$ cat config.mk
export PLATFORM = sky130hd
export DESIGN_NAME = tws_serial
export DESIGN_NICKNAME = d
export VERILOG_FILES = /design/src/tws_pkg.sv /design/src/tws_fifo.sv /design/src/tws_serial.sv
export SDC_FILE = /design/constraint.sdc
export NUM_CORES = 1
export LEC_CHECK = 0
export BUFFER_PORTS_ARGS = -buffer_cell sky130_fd_sc_hd__buf_2
export CORE_MARGIN = 2
export CORE_UTILIZATION = 55
export DETAILED_ROUTE_END_ITERATION = 12
export GPL_TIMING_DRIVEN = 0
export PLACE_DENSITY = 0.74
export SLEW_MARGIN = 20
export SYNTH_ARGS = -nofsm -noshare
export SYNTH_HDL_FRONTEND = slang
export SYNTH_SLANG_ARGS = --single-unit
$ cat constraint.sdc
create_clock -name core_clk -period 8.7 [get_ports core_clk]
set_input_delay 0.87 -clock core_clk [delete_from_list [all_inputs] [get_ports core_clk]]
set_output_delay 0.87 -clock core_clk [all_outputs]
set_load 0.01 [all_outputs]
$ cat src/tws_pkg.sv
// Constants and types shared by the three-wire serial channel files
package tws_pkg;

  // ----------------------------------------------------------------
  // Register map
  // ----------------------------------------------------------------
  localparam logic [15:0] MODE_ADDR = 16'hFF90;
  localparam logic [15:0] SHIFT_ADDR = 16'hFF92;
  localparam logic [7:0] MODE_RESET = 8'h00;
  localparam logic [7:0] SHIFT_RESET = 8'h00;

  // ----------------------------------------------------------------
  // Mode register fields
  // ----------------------------------------------------------------
  localparam int MODE_EN_BIT = 7;
  localparam int MODE_RX_BIT = 2;
  localparam int MODE_SEL_HI_BIT = 1;
  localparam int MODE_SEL_LO_BIT = 0;

  typedef struct packed {
    logic channel_enable;
    logic [3:0] reserved;
    logic transfer_mode_flag;
    logic clock_select_hi;
    logic clock_select_lo;
  } tws_mode_t;

  // ----------------------------------------------------------------
  // Clock select codes and divide ratios
  // ----------------------------------------------------------------
  localparam logic [1:0] SEL_EXTERNAL = 2'h0;
  localparam logic [1:0] SEL_DIV32 = 2'h1;
  localparam logic [1:0] SEL_DIV64 = 2'h2;
  localparam logic [1:0] SEL_DIV128 = 2'h3;
  localparam int DIV_32 = 32;
  localparam int DIV_64 = 64;
  localparam int DIV_128 = 128;
  localparam int DIV_CNT_W = 7;

  // ----------------------------------------------------------------
  // Word framing and buffering
  // ----------------------------------------------------------------
  localparam int WORD_BITS = 8;
  localparam int FIFO_DEPTH = 8;

  typedef struct packed {
    logic [15:0] addr;
    logic wr;
    logic rd;
    logic [7:0] wdata;
  } tws_cpu_req_t;

endpackage : tws_pkg

$ cat src/tws_fifo.sv
// Small synchronous FIFO with valid and ready on both sides
`timescale 1ns/1ps
module tws_fifo #(
  parameter int WIDTH = 8,
  parameter int DEPTH = 8
) (
  // Clock and reset
  input wire logic clk,
  input wire logic rst_b,
  input wire logic flush,
  // Fill side
  input wire logic in_valid,
  output logic in_ready,
  input wire logic [WIDTH-1:0] in_data,
  // Drain side
  output logic out_valid,
  input wire logic out_ready,
  output logic [WIDTH-1:0] out_data
);

  localparam int AW = (DEPTH > 1) ? $clog2(DEPTH) : 1;

  // Elaboration guard: pointer wrap needs a power-of-two depth
  if (DEPTH < 2 || (DEPTH & (DEPTH - 1)) != 0 || WIDTH < 1) begin : g_bad
    $error("tws_fifo: DEPTH must be a power of two >= 2");
  end

  logic [WIDTH-1:0] mem [DEPTH];
  logic [AW-1:0] wr_ptr_reg, wr_ptr_next;
  logic [AW-1:0] rd_ptr_reg, rd_ptr_next;
  logic [AW:0] count_reg, count_next;
  logic push, pop;

  // ----------------------------------------------------------------
  // Pointer and count update
  // ----------------------------------------------------------------
  assign push = in_valid && in_ready;
  assign pop = out_valid && out_ready;
  assign in_ready = (count_reg != (AW+1)'(DEPTH)) && !flush;
  assign out_valid = (count_reg != '0) && !flush;
  assign out_data = mem[rd_ptr_reg];

  always_comb begin
    wr_ptr_next = wr_ptr_reg;
    rd_ptr_next = rd_ptr_reg;
    count_next = count_reg;
    if (flush) begin
      wr_ptr_next = '0;
      rd_ptr_next = '0;
      count_next = '0;
    end else begin
      if (push) begin
        wr_ptr_next = wr_ptr_reg + AW'(1);
      end
      if (pop) begin
        rd_ptr_next = rd_ptr_reg + AW'(1);
      end
      if (push && !pop) begin
        count_next = count_reg + (AW+1)'(1);
      end else if (pop && !push) begin
        count_next = count_reg - (AW+1)'(1);
      end
    end
  end

  always_ff @(posedge clk) begin
    if (!rst_b) begin
      wr_ptr_reg <= '0;
      rd_ptr_reg <= '0;
      count_reg <= '0;
    end else begin
      wr_ptr_reg <= wr_ptr_next;
      rd_ptr_reg <= rd_ptr_next;
      count_reg <= count_next;
    end
  end

  // Storage holds no reset; only written entries are ever read
  always_ff @(posedge clk) begin
    if (push) begin
      mem[wr_ptr_reg] <= in_data;
    end
  end

endmodule : tws_fifo

$ cat src/tws_serial.sv
// Three-wire clocked serial channel with mode and shift registers
//
// Operation
// - Disabled halts shifting, clears counter, releases pins
// - Receive-only mode holds serial output low
// - Clock select: external, or divide 32/64/128
// - Transfers move whole eight-bit words
// - Output bit changes on falling serial clock
// - Input bit sampled on rising serial clock
// - After eight bits stop and set flag
// - Start needs enable and idle high clock
// - Write starts transfer in transmit mode
// - Read starts transfer in receive-only mode
// - Enabling after a write never starts transfer
// - Output and clock pins are open-drain
// - Enabling turns buffers on, lines wait
// - Disabling turns buffers off, pins become ports
`timescale 1ns/1ps
module tws_serial #(
  parameter int FIFO_WORDS = tws_pkg::FIFO_DEPTH
) (
  // Clock and reset
  input wire logic core_clk,
  input wire logic rst_b,
  // Register access port
  input wire logic [15:0] cpu_addr,
  input wire logic cpu_wr,
  input wire logic cpu_rd,
  input wire logic [7:0] cpu_wdata,
  output logic [7:0] cpu_rdata,
  output logic cpu_wr_ready,
  // Transfer completion
  input wire logic irq_clear,
  output logic transfer_done_irq_flag,
  // Serial input pin
  input wire logic serial_in_pin,
  // Serial output pin, open-drain
  output logic serial_out_pin_o,
  output logic serial_out_pin_oe,
  // Serial clock pin, open-drain
  input wire logic serial_clock_pin_i,
  output logic serial_clock_pin_o,
  output logic serial_clock_pin_oe
);

  // Elaboration guard: queue and its mirror need 2..256, power of two
  if (FIFO_WORDS < 2 || FIFO_WORDS > 256
      || (FIFO_WORDS & (FIFO_WORDS - 1)) != 0) begin : g_bad_depth
    $error("tws_serial: FIFO_WORDS out of range");
  end

  // ----------------------------------------------------------------
  // Engine states
  // ----------------------------------------------------------------
  typedef enum logic [2:0] {
    ST_IDLE = 3'b001,
    ST_HIGH = 3'b010,
    ST_LOW = 3'b100
  } tws_state_t;

  tws_pkg::tws_cpu_req_t req;
  tws_pkg::tws_mode_t mode_reg, mode_next;
  tws_state_t state_reg, state_next;
  logic [7:0] shift_reg, shift_next;
  logic [2:0] bit_cnt_reg, bit_cnt_next;
  logic [tws_pkg::DIV_CNT_W-1:0] div_cnt_reg, div_cnt_next;
  logic sck_lvl_reg, sck_lvl_next;
  logic so_lvl_reg, so_lvl_next;
  logic rx_pend_reg, rx_pend_next;
  logic done_reg, done_next;
  logic [7:0] rdata_reg, rdata_next;
  logic so_oe_reg, sck_oe_reg;
  logic sck_s1_reg, sck_s2_reg, sck_s3_reg;
  logic si_s1_reg, si_s2_reg;

  logic enabled, rx_only, int_clk;
  logic hit_mode, hit_shift;
  logic [tws_pkg::DIV_CNT_W-1:0] half_last;
  logic tick, fall_evt, rise_evt, start_ok;
  logic fifo_in_valid, fifo_in_ready, fifo_out_valid, fifo_pop;
  logic [7:0] fifo_out_data;
  logic fifo_push, fifo_drain;
  logic [8:0] fill_reg, fill_next;
  logic wr_ready_reg, wr_ready_next;

  // ----------------------------------------------------------------
  // Request decode
  // ----------------------------------------------------------------
  assign req = '{addr: cpu_addr, wr: cpu_wr, rd: cpu_rd, wdata: cpu_wdata};
  assign enabled = mode_reg.channel_enable;
  assign rx_only = mode_reg.transfer_mode_flag;
  assign int_clk = {mode_reg.clock_select_hi, mode_reg.clock_select_lo}
                   != tws_pkg::SEL_EXTERNAL;

  // Address decode for the two registers
  always_comb begin
    hit_mode = 1'b0;
    hit_shift = 1'b0;
    if (req.addr == tws_pkg::MODE_ADDR) begin
      hit_mode = 1'b1;
    end else if (req.addr == tws_pkg::SHIFT_ADDR) begin
      hit_shift = 1'b1;
    end
  end

  // ----------------------------------------------------------------
  // Pin synchronisers
  // ----------------------------------------------------------------
  // Clock pin gets a third stage so edges come from settled samples
  always_ff @(posedge core_clk) begin
    if (!rst_b) begin
      sck_s1_reg <= 1'b1;
      sck_s2_reg <= 1'b1;
      sck_s3_reg <= 1'b1;
      si_s1_reg <= 1'b1;
      si_s2_reg <= 1'b1;
    end else begin
      sck_s1_reg <= serial_clock_pin_i;
      sck_s2_reg <= sck_s1_reg;
      sck_s3_reg <= sck_s2_reg;
      si_s1_reg <= serial_in_pin;
      si_s2_reg <= si_s1_reg;
    end
  end

  // ----------------------------------------------------------------
  // Shift clock source
  // ----------------------------------------------------------------
  // Last count of the half period in core cycles (half period minus one) for the selected divide ratio
  always_comb begin
    case ({mode_reg.clock_select_hi, mode_reg.clock_select_lo})
      tws_pkg::SEL_DIV32: begin
        half_last = tws_pkg::DIV_CNT_W'(tws_pkg::DIV_32 / 2 - 1);
      end
      tws_pkg::SEL_DIV64: begin
        half_last = tws_pkg::DIV_CNT_W'(tws_pkg::DIV_64 / 2 - 1);
      end
      default: begin
        half_last = tws_pkg::DIV_CNT_W'(tws_pkg::DIV_128 / 2 - 1);
      end
    endcase
  end

  assign tick = (div_cnt_reg == half_last);

  // Edges seen by the engine: divider ticks or sampled pin edges
  always_comb begin
    if (int_clk) begin
      fall_evt = tick && sck_lvl_reg;
      rise_evt = tick && !sck_lvl_reg;
    end else begin
      fall_evt = sck_s3_reg && !sck_s2_reg;
      rise_evt = !sck_s3_reg && sck_s2_reg;
    end
  end

  // A new word waits for a stopped internal clock or a high line
  assign start_ok = enabled && (int_clk || sck_s2_reg);

  // ----------------------------------------------------------------
  // Transmit buffer
  // ----------------------------------------------------------------
  // Only enabled transmit-mode writes queue; others load the register when disabled or when idle in receive-only
  assign fifo_in_valid = req.wr && hit_shift && enabled && !rx_only;
  assign fifo_pop = (state_reg == ST_IDLE) && start_ok && !rx_only;

  tws_fifo #(
    .WIDTH(tws_pkg::WORD_BITS),
    .DEPTH(FIFO_WORDS)
  ) u_tx_fifo (
    .clk(core_clk),
    .rst_b(rst_b),
    .flush(!enabled),
    .in_valid(fifo_in_valid),
    .in_ready(fifo_in_ready),
    .in_data(req.wdata),
    .out_valid(fifo_out_valid),
    .out_ready(fifo_pop),
    .out_data(fifo_out_data)
  );

  // ----------------------------------------------------------------
  // Write ready flag
  // ----------------------------------------------------------------
  // Occupancy mirror so the ready output leaves a flop, not gates
  assign fifo_push = fifo_in_valid && fifo_in_ready;
  assign fifo_drain = fifo_out_valid && fifo_pop;

  always_comb begin
    fill_next = fill_reg;
    if (!enabled) begin
      fill_next = '0;
    end else if (fifo_push && !fifo_drain) begin
      fill_next = fill_reg + 9'h001;
    end else if (fifo_drain && !fifo_push) begin
      fill_next = fill_reg - 9'h001;
    end
    wr_ready_next = mode_next.channel_enable
                    && (fill_next != 9'(FIFO_WORDS));
  end

  always_ff @(posedge core_clk) begin
    if (!rst_b) begin
      fill_reg <= 9'h000;
      wr_ready_reg <= 1'b0;
    end else begin
      fill_reg <= fill_next;
      wr_ready_reg <= wr_ready_next;
    end
  end

  // ----------------------------------------------------------------
  // Mode register and read data
  // ----------------------------------------------------------------
  always_comb begin
    mode_next = mode_reg;
    rdata_next = rdata_reg;
    if (req.wr && hit_mode) begin
      mode_next = tws_pkg::tws_mode_t'(req.wdata);
      mode_next.reserved = 4'h0;
    end
    if (req.rd && hit_mode) begin
      rdata_next = mode_reg;
    end else if (req.rd && hit_shift) begin
      rdata_next = shift_reg;
    end else if (req.rd) begin
      rdata_next = 8'h00;
    end
  end

  always_ff @(posedge core_clk) begin
    if (!rst_b) begin
      mode_reg <= tws_pkg::tws_mode_t'(tws_pkg::MODE_RESET);
      rdata_reg <= 8'h00;
    end else begin
      mode_reg <= mode_next;
      rdata_reg <= rdata_next;
    end
  end

  // ----------------------------------------------------------------
  // Shift engine
  // ----------------------------------------------------------------
  always_comb begin
    state_next = state_reg;
    shift_next = shift_reg;
    bit_cnt_next = bit_cnt_reg;
    div_cnt_next = tick ? '0 : div_cnt_reg + tws_pkg::DIV_CNT_W'(1);
    sck_lvl_next = sck_lvl_reg;
    so_lvl_next = so_lvl_reg;
    rx_pend_next = rx_pend_reg;
    done_next = done_reg;
    if (irq_clear) begin
      done_next = 1'b0;
    end
    // Receive start is armed by a read, consumed when the word begins
    if (req.rd && hit_shift && enabled && rx_only
        && state_reg == ST_IDLE) begin
      rx_pend_next = 1'b1;
    end
    if (!enabled) begin
      // Stopped: counter cleared, lines released, register plain
      state_next = ST_IDLE;
      bit_cnt_next = 3'h0;
      div_cnt_next = '0;
      sck_lvl_next = 1'b1;
      so_lvl_next = 1'b1;
      rx_pend_next = 1'b0;
      if (req.wr && hit_shift) begin
        shift_next = req.wdata;
      end
    end else begin
      case (state_reg)
        ST_IDLE: begin
          // Waiting state after enable: clock high, data keeps its level (pulled low in receive-only)
          sck_lvl_next = 1'b1;
          div_cnt_next = '0;
          bit_cnt_next = 3'h0;
          if (req.wr && hit_shift && rx_only) begin
            shift_next = req.wdata;
          end
          if (fifo_pop && fifo_out_valid) begin
            shift_next = fifo_out_data;
            state_next = ST_HIGH;
          end else if (rx_only && rx_pend_reg && start_ok) begin
            rx_pend_next = 1'b0;
            state_next = ST_HIGH;
          end
        end
        ST_HIGH: begin
          if (fall_evt) begin
            so_lvl_next = shift_reg[7];
            sck_lvl_next = 1'b0;
            state_next = ST_LOW;
          end
        end
        ST_LOW: begin
          if (rise_evt) begin
            shift_next = {shift_reg[6:0], si_s2_reg};
            sck_lvl_next = 1'b1;
            bit_cnt_next = bit_cnt_reg + 3'h1;
            if (bit_cnt_reg == 3'(tws_pkg::WORD_BITS - 1)) begin
              state_next = ST_IDLE;
              done_next = 1'b1;
            end else begin
              state_next = ST_HIGH;
            end
          end
        end
        default: begin
          state_next = ST_IDLE;
        end
      endcase
    end
  end

  // Pins are registered from next values so outputs are pure flops
  always_ff @(posedge core_clk) begin
    if (!rst_b) begin
      state_reg <= ST_IDLE;
      shift_reg <= tws_pkg::SHIFT_RESET;
      bit_cnt_reg <= 3'h0;
      div_cnt_reg <= '0;
      sck_lvl_reg <= 1'b1;
      so_lvl_reg <= 1'b1;
      rx_pend_reg <= 1'b0;
      done_reg <= 1'b0;
      so_oe_reg <= 1'b0;
      sck_oe_reg <= 1'b0;
    end else begin
      state_reg <= state_next;
      shift_reg <= shift_next;
      bit_cnt_reg <= bit_cnt_next;
      div_cnt_reg <= div_cnt_next;
      sck_lvl_reg <= sck_lvl_next;
      so_lvl_reg <= so_lvl_next;
      rx_pend_reg <= rx_pend_next;
      done_reg <= done_next;
      // Open-drain: only ever pull low, pull-up gives high
      so_oe_reg <= mode_next.channel_enable
                   && (mode_next.transfer_mode_flag || !so_lvl_next);
      sck_oe_reg <= mode_next.channel_enable && !sck_lvl_next
                    && ({mode_next.clock_select_hi,
                         mode_next.clock_select_lo}
                        != tws_pkg::SEL_EXTERNAL);
    end
  end

  // ----------------------------------------------------------------
  // Outputs
  // ----------------------------------------------------------------
  assign cpu_rdata = rdata_reg;
  assign cpu_wr_ready = wr_ready_reg;
  assign transfer_done_irq_flag = done_reg;
  assign serial_out_pin_oe = so_oe_reg;
  assign serial_clock_pin_oe = sck_oe_reg;
  assign serial_out_pin_o = 1'b0; // Open-drain drives low only
  assign serial_clock_pin_o = 1'b0;

endmodule : tws_serial

==> flow_metrics.py <==
metrics = {
    "min_path": {
        "hp-class": "flop to flop",
    },
    "synthesis": {
        "synth_edf_count": 64,
        "syn_area_um2": 5930,
        "yosysUniqueCellTypes": 64,
        "ys.warnings.count": 0,
        "seq_area_frac_synth_pct": 55.1,
        "avgSynthCellArea_um2": 11.8,
        "synth-main-ff-cell": "dfxtp_1",
        "ys_seq_elements": 131,
        "netlist_instances": 502,
        "async_flop_share_pct": 0,
    },
    "layout": {
        "multi_input_area_um2": 2540,
        "layout_commonest_cell": "dfxtp_1",
        "final_nets": 609,
        "area_growth_syn_to_layout_pct": 16.5,
        "regArea_um2": 3260,
        "layout_common_cells": "dfxtp_1 (67), edfxtp_1 (64), nor2_1 (48)",
        "largest_register_ffs": 64,
        "layout-drive-gt1-share_pct": 23.2,
        "nFillCells": 815,
        "antenna_cells": 0,
    },
    "pwr": {
        "p_leak_nw": 2.42,
        "power_mw": 1.35,
        "ir_drop_mv": 0.198,
        "p_per_area_nw_per_um2": 195,
    },
    "sta": {
        "fin_crit_sh_pct": 45.6,
        "worstMarginPinSlew_ns": 0.811,
        "max_slew_margin_pct": 45.4,
        "finalHoldViolCount": 0,
        "setup-violations-final": 0,
        "drv_slew": 0,
        "finalSetupTns_ns": 0,
        "fin_crit_ns": 3.97,
        "max_freq_mhz": 252,
        "rsz0062_at_grt": "false",
        "finalClockSkew_ns": 0.00728,
    },
    "clock_network": {
        "htreeDepth": 4,
        "postCtsSetupBuffers": 0,
        "hold_buffers": 0,
        "cts_buffer_depth": 2,
        "cts_tree": "done",
        "cts-root-buf": "clkbuf_8",
        "clk_pin_slew_worst_paths_ns": 0.06,
        "insertion_delay_ns": 0.53,
        "cts_made_buffers": 17,
        "cts_sinks": 131,
        "post_cts_resized": 0,
    },
    "grt": {
        "grt_first_pass_wirelength_um": 20100,
        "grt_antenna_before_repair": 0,
        "overflow": 0,
        "grt_usage_pct": 23.2,
        "grt_pass1_vias": 4091,
        "grt_max_degree": 17,
    },
    "floorplan": {
        "die_h_um": 108,
        "fp.coreArea_um2": 10400,
        "dieArea_um2": 11600,
        "io_pins": 45,
        "num_rows": 37,
        "initial_core_util_pct": 57.1,
        "die_w_um": 108,
    },
    "placed_design": {
        "place_congestion": 0.868,
        "dpl.hpwl_um": 8830,
        "port_buffers": 41,
    },
    "setup_path": {
        "cp.arrival_ns": 4.37,
        "worstSetupStartpointType": "input pin",
        "critPathCaptureType": "flop",
        "required_ns": 9.10,
        "cp_max_fo": 8,
        "crit_type": "input pin to flop",
    },
    "drt": {
        "drc": 0,
        "routed_via_density": 5.84,
        "totalWireLength_um": 12400,
        "wl_per_cell_um": 17.3,
        "vias": 4165,
        "firstDrtPassIters": 5,
        "ant_nets": 0,
        "drt_iter0_drc": 243,
    },
    "run": {
        "cap_violations": 0,
    },
    "run_status": {
        "status": "finished, final reports clean",
    },
}
cells by family (layout without fill, tap and decap cells):
| group | count (synthesis) | after routing | synth area share (%) |
|---|---|---|---|
| simple gates | 180 | 180 | 16.8 |
| flops | 131 | 131 | 55.1 |
| compound gates | 75 | 75 | 8.53 |
| mux | 44 | 44 | 11.1 |
| buf+inv | 37 | 111 | 2.55 |
| xor+xnor | 20 | 20 | 2.96 |
| fa+ha+maj | 14 | 14 | 2.96 |
| other cells | 1 | 2 | 0.0633 |
path summary, 6_finish.rpt:
kind,depth (start not counted),from,endpoint,slack [ns]
worst min register to register,1,sck_s1_reg,sck_s2_reg,0.41
worst max-delay path,12,cpu_addr[0],u_tx_fifo.count_reg[3],4.73
worst max register to register,10,state_reg[0],cpu_wr_ready,5.23
worst min-delay path,1,sck_s1_reg,sck_s2_reg,0.41
metal layers:
metal  track usage [%]  vias up  part of all wire [%]
li1                  -     1989                     -
met1              30.4     2025                    44
met2              36.6      128                    48
met3              6.66       23                   5.8
met4              9.07        0                   2.1
met5                 0        -                     0
per-stage QoR:
step                      cell area (um^2)  util (%)  hold slack (ns)  instances  worst slack, ns
after floorplan                       5930         -            0.386        503             4.88
after CTS                             6910      66.6            0.407        713             4.75
after detailed placement              6340      61.1            0.392        681             4.20
after global placement                6300      60.8            0.391        680             4.32
final                                 6910      66.6            0.406        713             4.73
after global routing                  6910      66.6            0.427        713             4.52
Yosys cell counts (7+ instances only):
cell	instances	area share, %
a21oi_1	23	1.9
clkbuf_1	16	1.0
dfxtp_1	67	23
edfxtp_1	64	32
ha_1	14	3.0
inv_1	14	0.89
mux2_2	12	2.3
mux2i_1	16	2.7
mux4_2	16	6.1
nand2_1	36	2.3
nand2b_1	18	1.9
nand3_1	7	0.59
nand4_1	7	0.74
nor2_1	48	3.0
nor2b_1	9	0.95
nor3_1	8	0.68
nor4_1	7	0.74
o21ai_0	20	1.7
o221a_2	7	1.3
xnor2_1	12	1.8
xor2_1	8	1.2
where the power goes:
| group | internal, mW | switching, mW | leakage [nW] |
|---|---|---|---|
| Combinational | 0.0100 | 0.0169 | 1.03 |
| Clock | 0.395 | 0.281 | 0.277 |
| Sequential | 0.647 | 0.000286 | 1.12 |
worst max-delay path: stages:
cell and delay, ns:
buf_2 0.10, or4_4 0.57, nor4_4 0.47, nand3_2 0.33, inv_1 0.28, ha_1 0.30
inv_1 0.08, ha_1 0.34, a31o_2 0.26, a2111oi_0 0.51, xnor2_1 0.18, nor2_1 0.06
cell type report:
class                      count  area share [%]
tap                          136            2.46
sequential                   131            47.3
timing repair buffer          42            3.08
multi-input combinational    335            36.8
clock buffer                  18            6.20
inverter                      15           0.815
clock inverter                14            2.01
buffer                        22            1.38
No activity file was read; power rests on OpenSTA's default activity.
